--- src/rtl/dla_pkg.sv ---
// package: constants and carrier types for the debug link gate
package dla_pkg;
  localparam int ID_BYTES = 10;
  localparam logic [7:0] ID_FIRST_ADDR = 8'h70;
  localparam logic [7:0] ID_LAST_ADDR = 8'h79;
  localparam int ENABLE_BIT = 7;
  localparam int CLK_HZ = 20_000_000;
  localparam int BAUD_DEFAULT = 115_200;
  localparam int CLK_DIV_DEFAULT = 2;
  localparam int FIFO_DEPTH = 8;
  localparam logic [7:0] CMD_READ_ID = 8'h01;

  typedef struct packed {
    logic ok;
    logic fail;
    logic disabled;
  } dla_auth_t;

  typedef struct packed {
    logic rst_mask;
    logic prog_mode;
  } dla_ctrl_t;
endpackage : dla_pkg

--- src/rtl/dla_fifo.sv ---
// fifo: parameterised synchronous buffer with valid/ready on both sides
`timescale 1ns/1ps
module dla_fifo #(
  parameter int WIDTH = 8,
  parameter int DEPTH = dla_pkg::FIFO_DEPTH
) (
  input wire logic sys_clk,
  input wire logic resetn,
  input wire logic clk_en,
  input wire logic [WIDTH-1:0] in_data,
  input wire logic in_valid,
  output logic in_ready,
  output logic [WIDTH-1:0] out_data,
  output logic out_valid,
  input wire logic out_ready
);
  localparam int AW = $clog2(DEPTH);
  if (DEPTH < 2 || (1 << AW) != DEPTH) $error("depth must be power of 2");
  logic [WIDTH-1:0] mem [DEPTH];
  logic [AW:0] wp_r, wp_nxt, rp_r, rp_nxt;
  logic push, pop;
  always_comb begin
    in_ready = (wp_r - rp_r) != (AW+1)'(DEPTH);
    out_valid = wp_r != rp_r;
    out_data = mem[rp_r[AW-1:0]];
    push = in_valid && in_ready;
    pop = out_valid && out_ready;
    wp_nxt = push ? wp_r + 1'b1 : wp_r;
    rp_nxt = pop ? rp_r + 1'b1 : rp_r;
  end
  always_ff @(posedge sys_clk) begin
    if (!resetn) begin
      wp_r <= '0;
      rp_r <= '0;
    end else if (clk_en) begin
      wp_r <= wp_nxt;
      rp_r <= rp_nxt;
      if (push) mem[wp_r[AW-1:0]] <= in_data;
    end
  end
endmodule : dla_fifo

--- src/rtl/dla_gate.sv ---
// debug adapter link: reset gate, mode select, uart, id authentication
//
// Behaviour
// - mask board reset during a debug-mode session, forward it otherwise
// - drive target clock and separate reset out
// - mode select picks debug or programming
// - transmit on txd, receive on rxd
// - session only when ten id bytes match
// - id digit pairs map ascending from 0x70
// - link uses asynchronous uart only
`timescale 1ns/1ps
module dla_gate #(
  parameter int BAUD_DIV = dla_pkg::CLK_HZ / dla_pkg::BAUD_DEFAULT,
  parameter int CLK_DIV = dla_pkg::CLK_DIV_DEFAULT
) (
  input wire logic sys_clk,
  input wire logic resetn,
  input wire logic clk_en,
  input wire logic board_reset_n,
  output logic target_reset_n,
  output logic target_clk,
  output logic target_mode_select,
  input wire logic rxd,
  output logic txd,
  input wire logic session_req,
  input wire logic prog_mode,
  input wire logic [8*dla_pkg::ID_BYTES-1:0] host_id,
  input wire logic [7:0] cmd_data,
  input wire logic cmd_valid,
  output logic cmd_ready,
  output logic [7:0] rsp_data,
  output logic rsp_valid,
  output logic session_active,
  output dla_pkg::dla_auth_t auth_status
);
  if (BAUD_DIV < 4 || CLK_DIV < 1) $error("bad divider");
  localparam int BW = $clog2(BAUD_DIV + 1);
  localparam int CW = $clog2(CLK_DIV + 1);
  // pin synchronisers
  logic [1:0] brst_s_r, rxd_s_r;
  always_ff @(posedge sys_clk) begin
    if (!resetn) begin
      brst_s_r <= 2'b11;
      rxd_s_r <= 2'b11;
    end else if (clk_en) begin
      brst_s_r <= {brst_s_r[0], board_reset_n};
      rxd_s_r <= {rxd_s_r[0], rxd};
    end
  end
  wire board_rst_n_s = brst_s_r[1];
  wire rxd_s = rxd_s_r[1];
  // target clock divider
  logic [CW-1:0] cdiv_r, cdiv_nxt;
  logic tclk_r, tclk_nxt;
  always_comb begin
    cdiv_nxt = cdiv_r + 1'b1;
    tclk_nxt = tclk_r;
    if (cdiv_r == CW'(CLK_DIV - 1)) begin
      cdiv_nxt = '0;
      tclk_nxt = !tclk_r;
    end
  end
  always_ff @(posedge sys_clk) begin
    if (!resetn) begin
      cdiv_r <= '0;
      tclk_r <= 1'b0;
    end else if (clk_en) begin
      cdiv_r <= cdiv_nxt;
      tclk_r <= tclk_nxt;
    end
  end

  // uart transmitter, 8N1
  logic tx_go;
  logic [7:0] tx_byte;
  logic [9:0] tsh_r, tsh_nxt;
  logic [3:0] tbit_r, tbit_nxt;
  logic [BW-1:0] tcnt_r, tcnt_nxt;
  logic txd_r, txd_nxt;
  wire tx_idle = tbit_r == 4'h0;
  always_comb begin
    tsh_nxt = tsh_r;
    tbit_nxt = tbit_r;
    tcnt_nxt = tcnt_r;
    txd_nxt = txd_r;
    if (tx_idle) begin
      txd_nxt = 1'b1;
      if (tx_go) begin
        tsh_nxt = {1'b1, tx_byte, 1'b0};
        tbit_nxt = 4'd10;
        tcnt_nxt = '0;
      end
    end else if (tcnt_r == '0) begin
      txd_nxt = tsh_r[0];
      tsh_nxt = {1'b1, tsh_r[9:1]};
      tcnt_nxt = BW'(BAUD_DIV - 1);
    end else begin
      tcnt_nxt = tcnt_r - 1'b1;
      if (tcnt_r == BW'(1)) tbit_nxt = tbit_r - 1'b1;
    end
  end
  always_ff @(posedge sys_clk) begin
    if (!resetn) begin
      tsh_r <= '1;
      tbit_r <= '0;
      tcnt_r <= '0;
      txd_r <= 1'b1;
    end else if (clk_en) begin
      tsh_r <= tsh_nxt;
      tbit_r <= tbit_nxt;
      tcnt_r <= tcnt_nxt;
      txd_r <= txd_nxt;
    end
  end
  // uart receiver
  logic [7:0] rsh_r, rsh_nxt;
  logic [3:0] rbit_r, rbit_nxt;
  logic [BW-1:0] rcnt_r, rcnt_nxt;
  logic rx_done;
  always_comb begin
    rsh_nxt = rsh_r;
    rbit_nxt = rbit_r;
    rcnt_nxt = rcnt_r;
    rx_done = 1'b0;
    if (rbit_r == 4'h0) begin
      if (!rxd_s) begin
        rbit_nxt = 4'd10;
        rcnt_nxt = BW'(BAUD_DIV / 2); // sample mid-bit
      end
    end else if (rcnt_r != '0) begin
      rcnt_nxt = rcnt_r - 1'b1;
    end else begin
      rcnt_nxt = BW'(BAUD_DIV - 1);
      rbit_nxt = rbit_r - 1'b1;
      if (rbit_r == 4'd10 && rxd_s) rbit_nxt = 4'h0; // false start
      else if (rbit_r > 4'd1) rsh_nxt = {rxd_s, rsh_r[7:1]};
      else rx_done = rxd_s; // framing error drops byte
    end
  end
  always_ff @(posedge sys_clk) begin
    if (!resetn) begin
      rsh_r <= '0;
      rbit_r <= '0;
      rcnt_r <= '0;
    end else if (clk_en) begin
      rsh_r <= rsh_nxt;
      rbit_r <= rbit_nxt;
      rcnt_r <= rcnt_nxt;
    end
  end
  // receive buffer toward the host
  logic fifo_ov;
  logic rsp_valid_r, rsp_v_nxt;
  logic [7:0] fifo_d;
  dla_fifo #(.WIDTH(8), .DEPTH(dla_pkg::FIFO_DEPTH)) u_rx_fifo (
    .sys_clk(sys_clk),
    .resetn(resetn),
    .clk_en(clk_en),
    .in_data(rsh_r),
    .in_valid(rx_done),
    .in_ready(),
    .out_data(fifo_d),
    .out_valid(fifo_ov),
    .out_ready(!rsp_valid_r)
  );
  // session control
  typedef enum logic [2:0] {S_IDLE, S_REQ, S_RECV, S_CHECK, S_OPEN, S_FAIL}
    dla_state_t;
  dla_state_t st_r, st_nxt;
  logic [3:0] idx_r, idx_nxt;
  logic mism_r, mism_nxt;
  logic dis_r, dis_nxt;
  logic [7:0] rsp_d_r, rsp_d_nxt;
  dla_pkg::dla_auth_t auth_r, auth_nxt;
  logic mode_r, mode_nxt;
  logic rst_r, rst_nxt;
  logic rdy_r, rdy_nxt, act_r;

  function automatic logic [7:0] id_byte(input logic [79:0] id,
                                        input logic [3:0] i);
    // first digit pair of the string sits in the top byte, at 0x70
    id_byte = id[8*(dla_pkg::ID_BYTES-1-int'(i)) +: 8];
  endfunction : id_byte

  always_comb begin
    st_nxt = st_r;
    idx_nxt = idx_r;
    mism_nxt = mism_r;
    dis_nxt = dis_r;
    auth_nxt = auth_r;
    rsp_d_nxt = rsp_d_r;
    rsp_v_nxt = 1'b0;
    tx_go = 1'b0;
    tx_byte = cmd_data;
    mode_nxt = mode_r;
    unique case (st_r)
      S_IDLE: begin
        if (session_req) begin
          mode_nxt = prog_mode;
          auth_nxt = '0;
          st_nxt = S_REQ;
        end
      end
      S_REQ: begin
        tx_byte = dla_pkg::CMD_READ_ID;
        tx_go = tx_idle;
        if (tx_idle) begin
          idx_nxt = '0;
          mism_nxt = 1'b0;
          st_nxt = S_RECV;
        end
      end
      S_RECV: begin
        if (fifo_ov) begin
          // compare stored bytes 0x70..0x79 in order
          if (fifo_d != id_byte(host_id, idx_r)) mism_nxt = 1'b1;
          if (idx_r == 4'(dla_pkg::ID_BYTES - 1)) begin
            dis_nxt = !fifo_d[dla_pkg::ENABLE_BIT];
            st_nxt = S_CHECK;
          end
          idx_nxt = idx_r + 1'b1;
        end
      end
      S_CHECK: begin
        auth_nxt.disabled = dis_r;
        if (mism_r || dis_r) begin
          auth_nxt.fail = 1'b1;
          st_nxt = S_FAIL;
        end else begin
          auth_nxt.ok = 1'b1;
          st_nxt = S_OPEN;
        end
      end
      S_OPEN: begin
        tx_go = cmd_valid && rdy_r;
        if (fifo_ov && !rsp_valid_r) begin
          rsp_d_nxt = fifo_d;
          rsp_v_nxt = 1'b1;
        end
        if (!session_req) begin
          auth_nxt = '0;
          st_nxt = S_IDLE;
        end
      end
      S_FAIL: begin
        // no command reaches the target
        if (!session_req) st_nxt = S_IDLE;
      end
      default: st_nxt = S_IDLE;
    endcase
    rst_nxt = board_rst_n_s;
    if (st_r == S_OPEN && mode_r == 1'b0) rst_nxt = 1'b1;
    // registered ready, so it only rises with the transmitter idle
    rdy_nxt = st_nxt == S_OPEN && tbit_nxt == 4'h0;
  end

  always_ff @(posedge sys_clk) begin
    if (!resetn) begin
      st_r <= S_IDLE;
      idx_r <= '0;
      mism_r <= 1'b0;
      dis_r <= 1'b0;
      auth_r <= '0;
      rsp_d_r <= '0;
      rsp_valid_r <= 1'b0;
      mode_r <= 1'b0;
      rst_r <= 1'b0;
      rdy_r <= 1'b0;
      act_r <= 1'b0;
    end else if (clk_en) begin
      st_r <= st_nxt;
      idx_r <= idx_nxt;
      mism_r <= mism_nxt;
      dis_r <= dis_nxt;
      auth_r <= auth_nxt;
      rsp_d_r <= rsp_d_nxt;
      rsp_valid_r <= rsp_v_nxt;
      mode_r <= mode_nxt;
      rst_r <= rst_nxt;
      rdy_r <= rdy_nxt;
      act_r <= st_nxt == S_OPEN;
    end
  end

  always_comb begin
    target_reset_n = rst_r;
    target_clk = tclk_r;
    target_mode_select = mode_r;
    txd = txd_r;
    rsp_data = rsp_d_r;
    rsp_valid = rsp_valid_r;
    session_active = act_r;
    cmd_ready = rdy_r;
    auth_status = auth_r;
  end
endmodule : dla_gate

--- config.mk ---
export PLATFORM = sky130hd
export DESIGN_NAME = dla_gate
export DESIGN_NICKNAME = d
export VERILOG_FILES = /design/src/rtl/dla_pkg.sv /design/src/rtl/dla_fifo.sv /design/src/rtl/dla_gate.sv
export SDC_FILE = /design/constraint.sdc
export NUM_CORES = 1
export LEC_CHECK = 0
export BUFFER_PORTS_ARGS = -buffer_cell sky130_fd_sc_hd__buf_2
export CORE_MARGIN = 2
export CORE_UTILIZATION = 61
export CTS_CLUSTER_DIAMETER = 100
export DETAILED_ROUTE_END_ITERATION = 10
export PLACE_DENSITY = 0.85
export SLEW_MARGIN = 20
export SYNTH_ARGS = -nofsm -noshare
export SYNTH_HDL_FRONTEND = slang
export SYNTH_SLANG_ARGS = --single-unit
export TNS_END_PERCENT = 50
--- constraint.sdc ---
create_clock -name sys_clk -period 4.9 [get_ports sys_clk]
set_input_delay 0.98 -clock sys_clk [delete_from_list [all_inputs] [get_ports sys_clk]]
set_output_delay 0.98 -clock sys_clk [all_outputs]
set_load 0.01 [all_outputs]
==> results.json, run 1 <==
{
  "status": "finished, final reports clean",
  "synth_top_family_by_area": "multiplexers",
  "clock_skew_ps": 10.4,
  "worst_hold_path_type": "register to register",
  "synth.mux.area_fraction_pct": 15.4,
  "htree_levels": 4,
  "fmax_ghz": 0.276,
  "hold_violations": 0,
  "drive_above_1_share_pct": 25.3,
  "crit_required_ps": 4960,
  "cts_sinks": 149,
  "grt_overflow": 0,
  "p_leak_uw": 0.00321,
  "portBuffers": 113,
  "critPathLaunchType": "input port",
  "wl_per_cell_um": 19.8,
  "met3_length_um": 1440,
  "cts_tree": "yes",
  "synth.distinct_cells": 65,
  "viasPerCell": 6.39,
  "vdd_ir_drop_max_uv": 345,
  "r2r_end": "u_rx_fifo.mem[2][0]",
  "yosysWarningCount": 0,
  "synth-edff-count": 64,
  "initial_utilization_pct": 63.3,
  "fin_tns_setup_ps": 0,
  "worst_slew_pin_slew_ps": 1020,
  "cts_resized": 0,
  "synth-async-reset-ratio_pct": 0,
  "hold_path_depth": 2,
  "slew_headroom_pct": 31.7,
  "vias": 5883,
  "powerDensity_nw_per_um2": 442,
  "drc": 0,
  "critical_path.max_stage_delay_ps": 620,
  "drt-pass1-iter-count": 7,
  "rsz0062_at_grt": "no",
  "clk_pin_slew_ps": 60,
  "die_area_um2": 12800,
  "path_cells": "buf_2, inv_1, buf_4, nor2_1, nand3_4, nor3_1, nand3_1, nor2_1",
  "clock_latency_ps": 430,
  "yosys.area.top_type": "edfxtp_1",
  "r2r_slack_ps": 1640,
  "grt_pass1_wl_um": 29000,
  "cts_root_buffer": "clkbuf_16",
  "synth-xor-area-share_pct": 2.73,
  "numCtsBuffers": 17,
  "fin_util_pct": 73.9,
  "num_io_pins": 114,
  "synth_seq_cells": 149,
  "grt_pass1_vias": 5696,
  "hpwlAfterDp_um": 12600,
  "synth_area_leaders": "edfxtp_1 (26%), dfxtp_1 (23%), mux4_2 (9.9%)",
  "ys_seq_area_share_pct": 49.7,
  "num-nets-final": 879,
  "synth_nets": 775,
  "post-cts-setup-buffer-count": 0,
  "track_usage_pct": 29.1,
  "synthAdderAreaFrac_pct": 3.09,
  "die_y_um": 113,
  "r2r-start": "rcnt_r[2]",
  "maxSlewViolCount": 0,
  "setup_viol": 0,
  "period_share_pct": 73.9,
  "antenna_cells": 0,
  "synth_area_um2": 7290,
  "drtIter0Drc": 632,
  "cp_data_arrival_time_ps": 3680,
  "globalplace.congestion": 0.906,
  "path_max_fanout": 24,
  "fin_crit_ps": 3620,
  "synth-simple-area-share_pct": 15.2,
  "die_w_um": 113,
  "ant_nets": 0,
  "crit_family": "simple AND/OR/NAND/NOR gates",
  "crit_path_end_kind": "register",
  "maxCapViolations": 0,
  "yosys.area.top_type_share_pct": 26.4,
  "crit_path_frequent_cell": "nor2_1",
  "syn_avg_cell_area_um2": 11.0,
  "route.met2.wl_um": 9300,
  "area_growth_pct": 16.8,
  "synth_compound_area_share_pct": 10.8,
  "coreArea_um2": 11500,
  "antenna_found_initial": 0,
  "hold_buffers": 0,
  "whs_endpoint": "target_clk",
  "grt_max_degree": 56,
  "drt-total-wl_um": 18200,
  "wl_met1_um": 7000,
  "clk_path_buf_depth": 2,
  "critPathBufInv": 3,
  "synth_ff_type": "dfxtp_1",
  "crit_type": "input port to register",
  "syn_inst": 661,
  "crit_slowest_cell": "nor2_1",
  "reg2reg_depth": 6,
  "hold_path.startpoint": "target_clk",
  "top_layer_used": "met4",
  "rows": 39
}
[worst reg2reg max path, cell delays in order, from the launching register on]
cell     delay [ps]
dfxtp_1         370
or4_4           590
nor4b_4         520
nand3_4         190
nor3_1          430
nand3_1         170
nor2_1          620
[cells in the final DEF, fill, tap and decap left out, drive strengths merged, types with 3 or more instances in the layout]
cell	Yosys	final
a211oi	11	11
a21oi	39	39
a22oi	8	8
a31oi	5	5
and3	3	3
and4	3	3
buf	9	119
clkbuf	25	17
clkinv	0	4
dfxtp	85	85
edfxtp	64	64
ha	18	18
inv	23	32
mux2i	40	40
mux4	32	32
nand2	41	41
nand2b	8	8
nand3	12	12
nand4	3	3
nand4b	4	4
nor2	90	90
nor2b	3	3
nor3	22	22
nor3b	4	4
nor4	6	6
o211ai	8	8
o21a	4	4
o21ai	22	22
o22ai	6	6
o32ai	3	3
or3	4	4
or4	4	4
xnor2	12	12
xor2	8	8
[through the flow]
| step | hold WS (ps) | area, µm² | worst slack (ps) | power [µW] | instances |
|---|---|---|---|---|---|
| 5_1_grt | 508 | 8510 | 1060 | 3940 | 921 |
| 4_1_cts | 485 | 8500 | 1140 | 3750 | 921 |
| 3_5_place_dp | 468 | 7940 | 735 | 2520 | 889 |
| 6_report | 484 | 8510 | 1280 | 3760 | 921 |
| 3_3_place_gp | 456 | 7940 | 1020 | 2460 | 889 |
| 2_1_floorplan | 441 | 7290 | 1700 | 2280 | 661 |
[metal layers]
metal	vias to the layer above	GRT usage, %
li1	2691	-
met1	2829	35.1
met2	316	50.5
met3	47	7.66
met4	0	10.4
met5	-	0
[synthesized netlist by cell type (4+ instances only)]
| cell | count |
|---|---|
| mux4_2 | 32 |
| nand3_1 | 11 |
| nor3_1 | 21 |
| a31oi_1 | 5 |
| nand4b_1 | 4 |
| a21oi_1 | 39 |
| inv_1 | 22 |
| o211ai_1 | 8 |
| nand2_1 | 41 |
| clkbuf_1 | 25 |
| a22oi_1 | 8 |
| nor4_1 | 5 |
| or3_1 | 4 |
| xnor2_1 | 12 |
| o22ai_1 | 6 |
| nor2_1 | 89 |
| edfxtp_1 | 64 |
| o21ai_0 | 22 |
| o21a_1 | 4 |
| a211oi_1 | 11 |
| dfxtp_1 | 85 |
| nor3b_1 | 4 |
| ha_1 | 18 |
| nand2b_1 | 8 |
| mux2i_1 | 40 |
| xor2_1 | 8 |
| buf_2 | 6 |
[where the power goes]
part | switching, µW | total (µW) | leakage [µW] | internal [µW]
clock | 561 | 1230 | 0.000272 | 668
combinational | 583 | 1010 | 0.00166 | 425
sequential | 134 | 1530 | 0.00128 | 1390
[cell type report]
type	count	area, µm²
multi-input combinational	455	3450
timing repair buffer	119	611
sequential	149	3620
clock inverter	15	135
clock buffer	17	425
inverter	23	86.3
tap	143	179
fill	724	3000
[worst max-delay path by stage]
stage,startpoint,cells past startpoint,end
CTS,clk_en,8,u_rx_fifo.mem[4][1]
global route,clk_en,8,u_rx_fifo.mem[2][0]
global placement,clk_en,8,u_rx_fifo.mem[4][5]
detailed placement,clk_en,8,u_rx_fifo.mem[4][0]
floorplan,idx_r[1],12,mism_r
finish,clk_en,8,u_rx_fifo.mem[2][0]
[kinds of logic after synthesis]
logic type,Yosys count
simple gates,220
flops,149
compound gates,124
mux,72
buf+inv,57
xor+xnor,21
fa+ha+maj,18
[registers in the layout, indices dropped and copies added, names as in the netlist, 8 cells and up, named ones only]
signal,flops
u_rx_fifo.mem,64
tsh_r,9
rcnt_r,8
rsh_r,8
rsp_data,8
tcnt_r,8
(Power assumes the default switching activity.)
==> run 2, diff against run 1 <==
--- a/config.mk
+++ b/config.mk
@@ -7,10 +7,10 @@
 export LEC_CHECK = 0
 export BUFFER_PORTS_ARGS = -buffer_cell sky130_fd_sc_hd__buf_2
 export CORE_MARGIN = 2
-export CORE_UTILIZATION = 61
+export CORE_UTILIZATION = 51
 export CTS_CLUSTER_DIAMETER = 100
 export DETAILED_ROUTE_END_ITERATION = 10
-export PLACE_DENSITY = 0.85
+export PLACE_DENSITY = 0.76
 export SLEW_MARGIN = 20
 export SYNTH_ARGS = -nofsm -noshare
 export SYNTH_HDL_FRONTEND = slang
==> constraint.sdc (replaced) <==
create_clock -name sys_clk -period 3.3 [get_ports sys_clk]
set_input_delay 0.66 -clock sys_clk [delete_from_list [all_inputs] [get_ports sys_clk]]
set_output_delay 0.66 -clock sys_clk [all_outputs]
set_load 0.01 [all_outputs]
==> run 2 against run 1 <==
  * Die area increased by 19%
  * Critical path depth decreased by 1
  * Worst hold slack got worse by 30 ps
  * Via count decreased by 3.2%
  * Non-clock buffer count is 14 higher
  * Largest power group unchanged
  * Combinational power up 50%
  * Final area increased by 1.8%
  * Critical path type is now register to register
  * Cell count rose by 5.5%
  * Sequential cell count unchanged
  * Sequential share of layout area shrank 0.76 points
  * Routed wire length decreased by 5.0%
==> results.json, run 2 (synthesis gave the netlist of run 1 again) <==
{
  "largest_reg_flops": 64,
  "crit_path_frequent_cell": "nor3_1",
  "rows": 43,
  "coreArea_um2": 13900,
  "drc": 0,
  "fin_crit_ps": 2740,
  "vias": 5692,
  "whs_endpoint": "brst_s_r[0]",
  "fin_tns_setup_ps": 0,
  "placed_area_um2": 8090,
  "crit_required_ps": 3440,
  "grt_max_degree": 56,
  "portBuffers": 113,
  "globalplace.congestion": 0.842,
  "wl_per_cell_um": 17.8,
  "crit_path_end_kind": "register",
  "antenna_found_initial": 0,
  "clk_pin_slew_ps": 60,
  "path_cells": "or4_4, nor4b_4, nand3_4, nor3_1, nand2_1, nor3_1, buf_4",
  "hold_buffers": 0,
  "maxCapViolations": 0,
  "p_leak_uw": 0.00329,
  "num_io_pins": 114,
  "hpwlAfterDp_um": 12200,
  "area_growth_pct": 18.9,
  "htree_levels": 4,
  "cts_resized": 0,
  "initial_utilization_pct": 52.3,
  "nFillCells": 1065,
  "r2r_slack_ps": 560,
  "cts_root_buffer": "clkbuf_16",
  "grt_pass1_vias": 5465,
  "final_common_cell": "buf_2",
  "hold_path.startpoint": "board_reset_n",
  "num-nets-final": 893,
  "dp_cells": 940,
  "die_w_um": 124,
  "cts_tree": "yes",
  "r2r-start": "rcnt_r[2]",
  "period_share_pct": 83.2,
  "track_usage_pct": 22.8,
  "fmax_ghz": 0.364,
  "worst_hold_path_type": "input port to register",
  "drt-pass1-iter-count": 5,
  "clk_path_buf_depth": 2,
  "numCtsBuffers": 17,
  "critical_path.max_stage_delay_ps": 590,
  "die_area_um2": 15300,
  "layout_common_cells": "buf_2 (113), nor2_1 (89), dfxtp_1 (85), edfxtp_1 (64), nand2_1 (41)",
  "post-cts-setup-buffer-count": 0,
  "hold_path_depth": 3,
  "clock_skew_ps": 10.1,
  "status": "finished, final reports clean",
  "reg2reg_depth": 7,
  "drive_above_1_share_pct": 26.4,
  "drt-total-wl_um": 17300,
  "setup_viol": 0,
  "ant_nets": 0,
  "cp_data_arrival_time_ps": 2880,
  "grt_pass1_wl_um": 26500,
  "viasPerCell": 5.86,
  "powerDensity_nw_per_um2": 649,
  "path_max_fanout": 8,
  "grt_overflow": 0,
  "drtIter0Drc": 609,
  "hold_violations": 0,
  "crit_slowest_cell": "or4_4",
  "die_y_um": 124,
  "stdcell_area_um2": 8670,
  "clock_latency_ps": 430,
  "holdWs_ps": 455,
  "cts_sinks": 149,
  "crit_type": "register to register",
  "regArea_um2": 3620,
  "rsz0062_at_grt": "no",
  "critPathLaunchType": "register",
  "multi_input_area_um2": 3440,
  "worst_slew_pin_slew_ps": 1000,
  "vdd_ir_drop_max_uv": 421,
  "slew_headroom_pct": 33.0,
  "r2r_end": "u_rx_fifo.mem[4][3]",
  "final_cells": 972,
  "fin_util_pct": 62.2,
  "antenna_cells": 0,
  "maxSlewViolCount": 0
}
[run 2: worst max-delay path by stage]
stage / startpoint / end / slack, ps / cells past startpoint
2_1_floorplan: idx_r[1] / mism_r / 100 / 12
3_3_place_gp: rcnt_r[2] / u_rx_fifo.mem[1][5] / 680 / 7
3_5_place_dp: rcnt_r[2] / u_rx_fifo.mem[4][2] / 640 / 7
4_1_cts: rcnt_r[2] / u_rx_fifo.mem[4][0] / 600 / 7
5_1_grt: tcnt_r[4] / tsh_r[1] / 400 / 5
6_report: rcnt_r[2] / u_rx_fifo.mem[4][3] / 560 / 7
[run 2: area by class of cell]
| type | count | share of cell area (%) |
|---|---|---|
| well taps | 180 | 2.60 |
| flip-flops and latches | 149 | 41.8 |
| multi-input cells | 455 | 39.7 |
| inverters | 23 | 0.996 |
| clock inverters | 12 | 1.23 |
| clock buffers | 20 | 5.40 |
| repair buffers | 133 | 8.26 |
[run 2: per-layer routing]
metal | share of wire (%) | global-route usage, %
met1 | 42 | 29.4
met2 | 49 | 37.2
met3 | 7.2 | 6.09
met4 | 1.4 | 7.81
met5 | 0 | 0
[run 2: per-stage QoR]
step	setup WS (ps)	total power, µW
after floorplan	101	3390
after global placement	680	3710
after detailed placement	635	3800
after CTS	604	5640
after global routing	401	5930
final	556	5630
[run 2: where the power goes]
group          total (µW)  internal [µW]  switching, µW
combinational        1520            666            857
sequential           2260           2070            196
clock                1840           1050            793
total                5630           3780           1850
[run 2: critical path: cells and delay by family (launching register included)]
kind | cells | cell delay, ps
flip-flops | 1 | 360
buffers and inverters | 1 | 220
AND/OR/NAND/NOR | 6 | 1880
